==> src/acf_map.svh <==
// Constants for the converter serial control frame
`ifndef ACF_MAP_SVH
`define ACF_MAP_SVH

`define ACF_CFG_W 12
`define ACF_CFG_RST 12'h000
`define ACF_WRITE_BIT 11
`define ACF_CFG_EDGES 5'h0C
`define ACF_FRAME_EDGES 5'h10
`define ACF_LEAD_ZEROS 2
`define ACF_FIFO_DEPTH 16

`endif

==> src/acf_pkg.sv <==
// Types for the converter serial control frame
package acf_pkg;

  typedef enum logic [1:0] {
    ACF_ST_IDLE  = 2'b00,
    ACF_ST_LOAD  = 2'b01,
    ACF_ST_SHIFT = 2'b10
  } acf_state_t;

endpackage

==> src/acf_fifo.sv <==
// Result FIFO between the conversion core and the serial frame
`timescale 1ns/1ps

module acf_fifo #(
  parameter int WIDTH = 14,
  parameter int DEPTH = 16
) (
  // Clock and reset
  input wire logic clk_sys,
  input wire logic reset,
  // Fill side
  input wire logic in_valid,
  output logic in_ready,
  input wire logic [WIDTH-1:0] in_data,
  // Drain side
  output logic out_valid,
  input wire logic out_ready,
  output logic [WIDTH-1:0] out_data
);

  localparam int AW = $clog2(DEPTH);

  logic [WIDTH-1:0] mem [DEPTH];
  logic [AW-1:0] wr_ptr_reg;
  logic [AW-1:0] rd_ptr_reg;
  logic [AW:0] count_reg;
  logic [AW:0] count_next;
  logic full_reg;
  logic ready_reg;
  logic [WIDTH-1:0] data_reg;
  logic do_wr;
  logic do_rd;

  assign do_wr = in_valid && !full_reg;
  assign do_rd = out_ready && (count_reg != '0);
  // Ready leaves a flop so the port carries no gate
  assign in_ready = ready_reg;
  assign out_valid = (count_reg != '0);
  assign out_data = data_reg;

  always_comb begin
    count_next = count_reg;
    if (do_wr && !do_rd) begin
      count_next = count_reg + 1'b1;
    end else if (do_rd && !do_wr) begin
      count_next = count_reg - 1'b1;
    end
  end

  always_ff @(posedge clk_sys) begin
    if (do_wr) begin
      mem[wr_ptr_reg] <= in_data;
    end
  end

  // Read data leaves from a register, one cycle after the pop
  always_ff @(posedge clk_sys) begin
    if (reset) begin
      data_reg <= '0;
    end else if (do_rd) begin
      data_reg <= mem[rd_ptr_reg];
    end
  end

  always_ff @(posedge clk_sys) begin
    if (reset) begin
      wr_ptr_reg <= '0;
      rd_ptr_reg <= '0;
      count_reg <= '0;
      full_reg <= 1'b0;
      ready_reg <= 1'b1;
    end else begin
      if (do_wr) begin
        wr_ptr_reg <= (wr_ptr_reg == AW'(DEPTH - 1)) ? '0 : wr_ptr_reg + 1'b1;
      end
      if (do_rd) begin
        rd_ptr_reg <= (rd_ptr_reg == AW'(DEPTH - 1)) ? '0 : rd_ptr_reg + 1'b1;
      end
      count_reg <= count_next;
      full_reg <= (count_next == (AW + 1)'(DEPTH));
      ready_reg <= (count_next != (AW + 1)'(DEPTH));
    end
  end

endmodule // acf_fifo

==> src/acf_frame.sv <==
// Serial frame logic: configuration word in, conversion result out
//
// Functional notes
// - Twelve-bit configuration register, write only, never read back.
// - Each configuration bit is sampled on a serial clock falling edge.
// - Configuration shifts in while the result shifts out, same edges.
// - A received configuration applies to the next conversion, not this one.
// - Only the first twelve falling edges after select falls are captured.
// - Configuration arrives most significant bit first.
// - Top bit one loads the word; zero leaves the register unchanged.
// - Output: two zeros, two channel bits, twelve result bits MSB first.
// - The first output bit is driven when select falls; each later bit on a serial clock falling edge.
// - Select falling starts a conversion; low select frames the transfer.
`timescale 1ns/1ps
`include "acf_map.svh"

module acf_frame #(
  parameter int DATA_W = 12,
  parameter int CHAN_W = 2,
  parameter int DEPTH = `ACF_FIFO_DEPTH
) (
  // Clock and reset
  input wire logic clk_sys,
  input wire logic reset,
  // Serial pins
  input wire logic sclk,
  input wire logic cs_n,
  input wire logic din,
  output logic dout,
  output logic dout_oe,
  // Results from the conversion core
  input wire logic res_valid,
  output logic res_ready,
  input wire logic [DATA_W-1:0] res_data,
  input wire logic [CHAN_W-1:0] res_chan,
  // Conversion core control
  output logic conv_start,
  output logic [`ACF_CFG_W-1:0] cfg_word,
  output logic cfg_update
);

  localparam int WORD_W = `ACF_LEAD_ZEROS + CHAN_W + DATA_W;

  // Pin synchronisers
  logic sclk_meta;
  logic sclk_sync;
  logic sclk_prev;
  logic cs_meta;
  logic cs_sync;
  logic cs_prev;
  logic din_meta;
  logic din_sync;
  logic sclk_fall;
  logic cs_fall;
  logic cs_rise;

  always_ff @(posedge clk_sys) begin
    if (reset) begin
      // Idle level high, so no false edge follows reset
      sclk_meta <= 1'b1;
      sclk_sync <= 1'b1;
      sclk_prev <= 1'b1;
      cs_meta <= 1'b1;
      cs_sync <= 1'b1;
      cs_prev <= 1'b1;
      din_meta <= 1'b0;
      din_sync <= 1'b0;
    end else begin
      sclk_meta <= sclk;
      sclk_sync <= sclk_meta;
      sclk_prev <= sclk_sync;
      cs_meta <= cs_n;
      cs_sync <= cs_meta;
      cs_prev <= cs_sync;
      din_meta <= din;
      din_sync <= din_meta;
    end
  end

  // Data and clock share the same delay, so they stay aligned
  assign sclk_fall = sclk_prev && !sclk_sync;
  assign cs_fall = cs_prev && !cs_sync;
  assign cs_rise = !cs_prev && cs_sync;

  // Result FIFO
  logic fifo_valid;
  logic fifo_pop;
  logic [CHAN_W+DATA_W-1:0] fifo_data;

  acf_fifo #(
    .WIDTH(CHAN_W + DATA_W),
    .DEPTH(DEPTH)
  ) u_fifo (
    .clk_sys(clk_sys),
    .reset(reset),
    .in_valid(res_valid),
    .in_ready(res_ready),
    .in_data({res_chan, res_data}),
    .out_valid(fifo_valid),
    .out_ready(fifo_pop),
    .out_data(fifo_data)
  );

  // Frame sequencing
  acf_pkg::acf_state_t state_reg;
  logic [4:0] edge_cnt_reg;
  logic popped_reg;
  logic [CHAN_W+DATA_W-1:0] last_word_reg;

  assign fifo_pop = cs_fall && fifo_valid;

  always_ff @(posedge clk_sys) begin
    if (reset) begin
      state_reg <= acf_pkg::ACF_ST_IDLE;
      edge_cnt_reg <= 5'h00;
      popped_reg <= 1'b0;
    end else if (cs_rise) begin
      state_reg <= acf_pkg::ACF_ST_IDLE;
    end else begin
      unique case (state_reg)
        acf_pkg::ACF_ST_IDLE: begin
          if (cs_fall) begin
            state_reg <= acf_pkg::ACF_ST_LOAD;
            popped_reg <= fifo_pop;
            edge_cnt_reg <= 5'h00;
          end
        end
        acf_pkg::ACF_ST_LOAD: begin
          state_reg <= acf_pkg::ACF_ST_SHIFT;
        end
        acf_pkg::ACF_ST_SHIFT: begin
          // Edges past the sixteenth are counted no further
          if (sclk_fall && edge_cnt_reg != `ACF_FRAME_EDGES) begin
            edge_cnt_reg <= edge_cnt_reg + 5'h01;
          end
        end
        default: begin
          state_reg <= acf_pkg::ACF_ST_IDLE;
        end
      endcase
    end
  end

  // Conversion start pulse
  always_ff @(posedge clk_sys) begin
    if (reset) begin
      conv_start <= 1'b0;
    end else begin
      conv_start <= cs_fall && state_reg == acf_pkg::ACF_ST_IDLE;
    end
  end

  // Output shift path
  logic [WORD_W-1:0] tx_reg;

  always_ff @(posedge clk_sys) begin
    if (reset) begin
      last_word_reg <= '0;
    end else if (state_reg == acf_pkg::ACF_ST_LOAD && popped_reg) begin
      last_word_reg <= fifo_data;
    end
  end

  // An empty FIFO repeats the last result rather than inventing one
  always_ff @(posedge clk_sys) begin
    if (reset) begin
      tx_reg <= '0;
      dout <= 1'b0;
      dout_oe <= 1'b0;
    end else if (cs_rise) begin
      dout_oe <= 1'b0;
      dout <= 1'b0;
    end else if (state_reg == acf_pkg::ACF_ST_IDLE && cs_fall) begin
      dout_oe <= 1'b1;
      dout <= 1'b0;
    end else if (state_reg == acf_pkg::ACF_ST_LOAD) begin
      tx_reg <= {{`ACF_LEAD_ZEROS{1'b0}}, popped_reg ? fifo_data : last_word_reg};
    end else if (state_reg == acf_pkg::ACF_ST_SHIFT && sclk_fall) begin
      tx_reg <= {tx_reg[WORD_W-2:0], 1'b0};
      dout <= tx_reg[WORD_W-2];
    end
  end

  // Configuration capture
  logic [`ACF_CFG_W-2:0] rx_reg;
  logic [`ACF_CFG_W-1:0] rx_word;
  logic [`ACF_CFG_W-1:0] pend_reg;
  logic pend_valid_reg;

  assign rx_word = {rx_reg, din_sync};

  always_ff @(posedge clk_sys) begin
    if (reset) begin
      rx_reg <= '0;
    end else if (state_reg == acf_pkg::ACF_ST_SHIFT && sclk_fall
                 && edge_cnt_reg < `ACF_CFG_EDGES) begin
      rx_reg <= rx_word[`ACF_CFG_W-2:0];
    end
  end

  // Word held until frame end so the running conversion keeps its setup
  always_ff @(posedge clk_sys) begin
    if (reset) begin
      pend_reg <= `ACF_CFG_RST;
      pend_valid_reg <= 1'b0;
    end else if (state_reg == acf_pkg::ACF_ST_IDLE && cs_fall) begin
      pend_valid_reg <= 1'b0;
    end else if (state_reg == acf_pkg::ACF_ST_SHIFT && sclk_fall
                 && edge_cnt_reg == `ACF_CFG_EDGES - 5'h01) begin
      if (rx_word[`ACF_WRITE_BIT]) begin
        pend_reg <= rx_word;
        pend_valid_reg <= 1'b1;
      end
    end
  end

  // Write-only: no path leads this register back to the pins
  always_ff @(posedge clk_sys) begin
    if (reset) begin
      cfg_word <= `ACF_CFG_RST;
      cfg_update <= 1'b0;
    end else begin
      cfg_update <= 1'b0;
      if (cs_rise && pend_valid_reg) begin
        cfg_word <= pend_reg;
        cfg_update <= 1'b1;
      end
    end
  end

endmodule // acf_frame

==> config.mk <==
export PLATFORM = sky130hd
export DESIGN_NAME = acf_frame
export DESIGN_NICKNAME = d
export VERILOG_FILES = /design/src/acf_pkg.sv /design/src/acf_fifo.sv /design/src/acf_frame.sv
export VERILOG_INCLUDE_DIRS = /design/src /design/src/src
export SDC_FILE = /design/constraint.sdc
export NUM_CORES = 1
export LEC_CHECK = 0
export ABC_AREA = 1
export BUFFER_PORTS_ARGS = -buffer_cell sky130_fd_sc_hd__buf_4
export CAP_MARGIN = 20
export CORE_MARGIN = 4
export CORE_UTILIZATION = 45
export DETAILED_ROUTE_END_ITERATION = 10
export HOLD_SLACK_MARGIN = 0.08
export PLACE_DENSITY_LB_ADDON = 0.15
export SYNTH_ARGS = -nofsm -noshare
export SYNTH_HDL_FRONTEND = slang
export SYNTH_HIERARCHICAL = 1
export SYNTH_SLANG_ARGS = --single-unit
==> constraint.sdc <==
create_clock -name clk_sys -period 3.1 [get_ports clk_sys]
set_clock_uncertainty 0.2 [all_clocks]
set_input_delay 0.465 -clock clk_sys [delete_from_list [all_inputs] [get_ports clk_sys]]
set_output_delay 0.465 -clock clk_sys [all_outputs]
set_load 0.05 [all_outputs]
# Word-level counts from Yosys, hierarchy flattened
# Memory sizes are Yosys's and may differ from the RTL's. A register that Yosys moved wholly into a read port is not among the register bits.
# Index checks and enable logic that the tools add are counted.
# W data, S select, Z words.
[totals]
mem_bits_rw = 224
in_bits = 20
memories = 1
reg_bits = 100
[classes]
reduce_logical = 35
addsub = 5
muxes = 15
bitwise = 4
magnitude_cmp = 1
n_eq_ne = 10
[mem_list]
columns = ["name", "words", "width", "read_ports", "rd_clocked_by_memory_dff", "write_ports", "line_no", "rtl"]
rows = [
  ["u_fifo.mem", 16, 14, 1, 1, 1, "acf_fifo.sv:23", "logic [WIDTH-1:0] mem [DEPTH];"],
]
[ops]
columns = ["cell", "count"]
rows = [
  ["$mux W15", 2],
  ["$mux W5", 4],
  ["$logic_and A1 B1 Y1", 15],
  ["$mux W14", 1],
  ["$add A5 B1 Y5 const B", 2],
  ["$ne A5 B5 Y1 const B", 2],
  ["$pmux W5 S2", 1],
  ["$reduce_and A3 Y1", 3],
  ["$add A4 B1 Y4 const B", 2],
  ["$eq A4 B4 Y1 const B", 2],
  ["$mux W4", 2],
  ["$logic_not A1 Y1", 6],
  ["$pmux W2 S3", 1],
  ["$reduce_and A2 Y1", 3],
  ["$eq A5 B4 Y1 const B", 1],
  ["$eq A5 B5 Y1 const B", 1],
  ["$lt A5 B4 Y1 const B", 1],
  ["$reduce_bool A5 Y1", 1],
  ["$sub A5 B1 Y5 const B", 1],
  ["$ne A2 B2 Y1 const B", 2],
  ["$not A1 Y1", 4],
  ["$reduce_and A4 Y1", 1],
  ["$reduce_bool A2 Y1", 2],
  ["$reduce_or A2 Y1", 2],
  ["other kinds (6)", 8],
]

# Longest topological paths before layout
[logic_depth]
ltp_word = 8
depth_mapped = 14

# By module
# The synthesis kept the hierarchy.
[modules_own_cells]
columns = ["module", "n_inst", "area_per_inst_um2", "cells_each"]
rows = [
  ["acf_fifo", 1, 10376.2, 911],
  ["acf_frame", 1, 3407.0, 458],
]

# Least setup slack after synthesis
# OpenSTA, ideal clock, no wires.
[synth_path]
path_type = "flip-flop to flip-flop"
start = "register u_fifo.count_reg[0]"
end = "register u_fifo.full_reg"
path_stages_with_launch = 14
arrival_time_ns = 1.929
t_required_ns = 2.836
setup_time_ns = 0.064
path_slack_ns = 0.908
n_path_buf = 0
path_cell_list = "dfxtp_1 -> inv_1 -> ha_1 -> nand3_4 -> inv_1 -> nor2_1 -> inv_2 -> a21oi_2 -> nand2_1 -> nand2_1 -> nand2_1 -> a21oi_1 -> nand3_1 -> nor2_1"
[synth_between]
elab_chain_cells = 7
[synth_rtl]
columns = ["element", "line_no", "rtl"]
rows = [
  ["start: declaration", "acf_fifo.sv:26", "logic [AW:0] count_reg;"],
  ["start signal: assignment", "acf_fifo.sv:79", "count_reg <= count_next;"],
  ["$reduce_bool A5 Y1 *", "acf_fifo.sv:38", "assign out_valid = (count_reg != '0);"],
  ["named net fifo_valid", "acf_frame.sv:86", "logic fifo_valid;"],
  ["$logic_and A1 B1 Y1 *", "acf_frame.sv:110", "assign fifo_pop = cs_fall && fifo_valid;"],
  ["named net fifo_pop", "acf_frame.sv:87", "logic fifo_pop;"],
  ["$logic_and A1 B1 Y1 *", "acf_fifo.sv:35", "assign do_rd = out_ready && (count_reg != '0);"],
  ["$logic_and A1 B1 Y1 / $logic_not A1 Y1 (equally long branches)", "acf_fifo.sv:45, acf_fifo.sv:43", ""],
  ["$mux W5 / $logic_and A1 B1 Y1 (equally long branches)", "acf_fifo.sv:45, acf_fifo.sv:43", ""],
  ["$mux W5 *", "acf_fifo.sv:43", "if (do_wr && !do_rd) begin"],
  ["$eq A5 B5 Y1 *", "acf_fifo.sv:80", "full_reg <= (count_next == (AW + 1)'(DEPTH));"],
  ["end signal: assignment", "acf_fifo.sv:80", ""],
  ["end: declaration", "acf_fifo.sv:28", "logic full_reg;"],
]
# Mark *: on every way through the listed nets, which the timed path passes. The rest lies on a longest branch.
# A chain may end at the register's enable or synchronous reset.

# Worst setup path after layout
[layout_path]
start = "register u_fifo.count_reg[0]"
end = "register u_fifo.rd_ptr_reg[0]"
[layout_between]
elab_chain_cells = 3
[layout_rtl]
columns = ["element", "line_no", "rtl"]
rows = [
  ["$reduce_bool A5 Y1", "acf_fifo.sv:38", ""],
  ["named net fifo_valid", "acf_frame.sv:86", ""],
  ["$logic_and A1 B1 Y1", "acf_frame.sv:110", ""],
  ["named net fifo_pop", "acf_frame.sv:87", ""],
  ["$logic_and A1 B1 Y1", "acf_fifo.sv:35", ""],
  ["end signal: assignment", "acf_fifo.sv:77", "rd_ptr_reg <= (rd_ptr_reg == AW'(DEPTH - 1)) ? '0 : rd_ptr_reg + 1'b1;"],
  ["end: declaration", "acf_fifo.sv:25", "logic [AW-1:0] rd_ptr_reg;"],
]
# The timed path passes the listed nets, and every way through them passes these cells.

==> impl_results.md <==
- Post-synth EDFFs: about 220
- WL final: 30.07 mm
- Area share of the leading cell type in the synthesized netlist: between 40% and 50%
- Largest register FFs: 224
- Antenna viol nets, final: 0
- IO Pins: 37
- Internal: approximately 7.4 mW
- Largest net degree at the start of global routing: about 70
- Cell taking the most area after synthesis: edfxtp_1
- Num CTS Buffers: 37
- Outcome: complete, no violations
- Clock slew at reported path FFs: around 60 ps
- ANT cells: 0
- Gr usage total: roughly 18%
- Flops & latches, synth: ~340
- Fin area: around 16000 sq um
- Area after DPL: 14400 sq um
- Layout cells sized above 1: ~11%
- Post-synth top cells: nor2_1, edfxtp_1, nand2_1, dfxtp_1, o21ai_0
- First-pass GRT wire length: 48.58 mm
- Met1 GRT Util: between 20 and 25%
- Gr ovfl total: 0
- Pleak: 5.852 nW
- Root buf cell: clkbuf_16
- Max-cap violations: 0
- Final hold violations: 0
- Netlist Area Pre-Place: about 14000 sq um
- Critical path required time: around 3300 ps
- GR peak layer: met2
- Routed WL per cell: about 16 um
- WP data arrival: 2660 ps
- Setup violations, final: 0
- Via count: approximately 9500
- Top FF cell, synth: edfxtp_1
- Peak VDD IR: 0.6364 mV
- Met3 Track Usage GR: 2.717%
- Final nets: between 1000 and 1500
- Net count after synthesis: about 1400
- Final min period: approximately 2500 ps
- Mapped Avg Cell Area: ~10 sq um
- CORE AREA: between 20000 and 30000 sq um
- Synthesized instance count: 1369
- Power Total: ~9.5 mW
- # rows: 63
- Die Span X: ~180 um
- DP Wirelength: around 18 mm
- Residual DRC count: 0
- Post-cts gate resize count: 0
- CP max FO: 22
- Least-Margin Pin Slew: between 600 and 700 ps
- Worst rel slew slack: between 50 and 60%
- Async SR Flop Fraction: 0%
- CTS tree: yes
- Number of port buffers: 36
- Vias in the first global route: ~9100
- Number of synthesis warnings: 6
- Clk_lat worst skew: 520 ps
- Initial DRC Count: about 600
- TritonCTS sink count: 338
- Max-slew violations: 0
- Cts-stage hold buffer count: 17
- H-tree Lvls: 2
- PwrDens: about 600 nW/um^2
- P&R area growth vs syn: 14.02%
- Setup CP Type: flip-flop to flip-flop
- Clock tree buffer depth: 3
- CP Capture Type: flip-flop
- Starting Density: between 40 and 50%
- RSZ-0062 raised after global routing: no
- Final period util: 79.44%
- Antenna violations before repair: 0
- Setup bufs post-CTS: 0
- CP Launch Type: flip-flop
- Sw frac: 21.98%
- Final hold slack: 205.5 ps
- Most frequent cell after synthesis: nor2_1
- Seq pwr share: 52.0%
- Largest cells by area after synthesis: edfxtp_1, dfxtp_1, nor2_1, nand2_1, o21ai_0
- Drt pass-1 iters: 5
- Register area share after synthesis: 65.36%
- Combinational fraction of design power: about 5.0%
- Fmax: approximately 0.41 GHz
- Fin Setup TNS: 0 ps
- Die H: ~180 um
- Psw: 2.083 mW
- Cell variety after synth: 36
- Via density per instance: about 5.2
- Met2 Track Usage GR: about 30%
- Die area: 33490 sq um
- Hold Path Class: input pin to flip-flop
- GPL Wtd Cong: between 0.7 and 0.8
- Clock power frac: a little over two fifths
## cells by family after synthesis
family | Yosys count | synth area share (%)
flip-flops | 338 | 65.36
buffers and inverters | 145 | 4.847
adder cells (fa/ha/maj) | 9 | 0.8170
AO/OA/AOI/OAI | 254 | 9.868
AND/OR/NAND/NOR | 621 | 18.98
XOR/XNOR | 2 | 0.1271
## metrics by stage
step                worst slack (ps)  std cells  util (%)
finish                         637.3       1838     52.47
global route                   367.4       1838     52.47
CTS                            632.1       1838     52.47
detailed placement             673.9       1753     48.08
global placement               713.9       1753     48.08
floorplan                      907.6       1369         -
## layout by cell type (no fill, tap or decap), drive strengths merged, types with 6 or more instances in the layout
master,count
dfxtp,114
o211ai,28
dlygate4sd3,17
inv,72
buf,66
clkbuf,52
nand4,6
o21ai,157
nand3,93
ha,9
or2,19
nand2,221
edfxtp,224
nor2,274
clkinv,16
a21oi,69
## final timing paths
path	startpoint	slack [ps]	to	depth (start not counted)
hold / removal	reset	210	u_fifo/count_reg[0]	2
setup / recovery	u_fifo/count_reg[0]	640	u_fifo/rd_ptr_reg[0]	10
hold reg to reg	din_meta	210	din_sync	2
setup reg to reg	u_fifo/count_reg[0]	640	u_fifo/rd_ptr_reg[0]	10
## worst max-delay path, cell delays in order (launching register included)
cell     delay (ps)
dfxtp_1         430
inv_1           100
ha_1            270
nand3_4         160
inv_1            50
nor2_1          240
nand2_4         210
inv_2           280
nand3_1         150
o21ai_1         180
a21oi_1          60
## layer usage
layer	vias up	share of wire, %
li1	4755	-
met1	4521	47
met2	158	47
met3	51	3.7
met4	0	2.4
met5	-	0
## layout make-up
class,count,area [sq um]
clock buffers,52,1037
clock inverters,16,106.4
fillers,2666,14240
inverters,73,274.0
multi-input cells,886,4106
flip-flops and latches,338,9014
well taps,390,488.0
repair buffers,83,690.7
## power by group through the flow
stage	combinational, mW	sequential (mW)	clock (mW)
after floorplan	0.309	5.01	0
after global placement	0.455	5.02	0
after detailed placement	0.461	5.02	0
after CTS	0.480	4.92	4.20
after global routing	0.540	4.93	4.40
final	0.472	4.92	4.08
No activity file was read; power rests on OpenSTA's default activity.
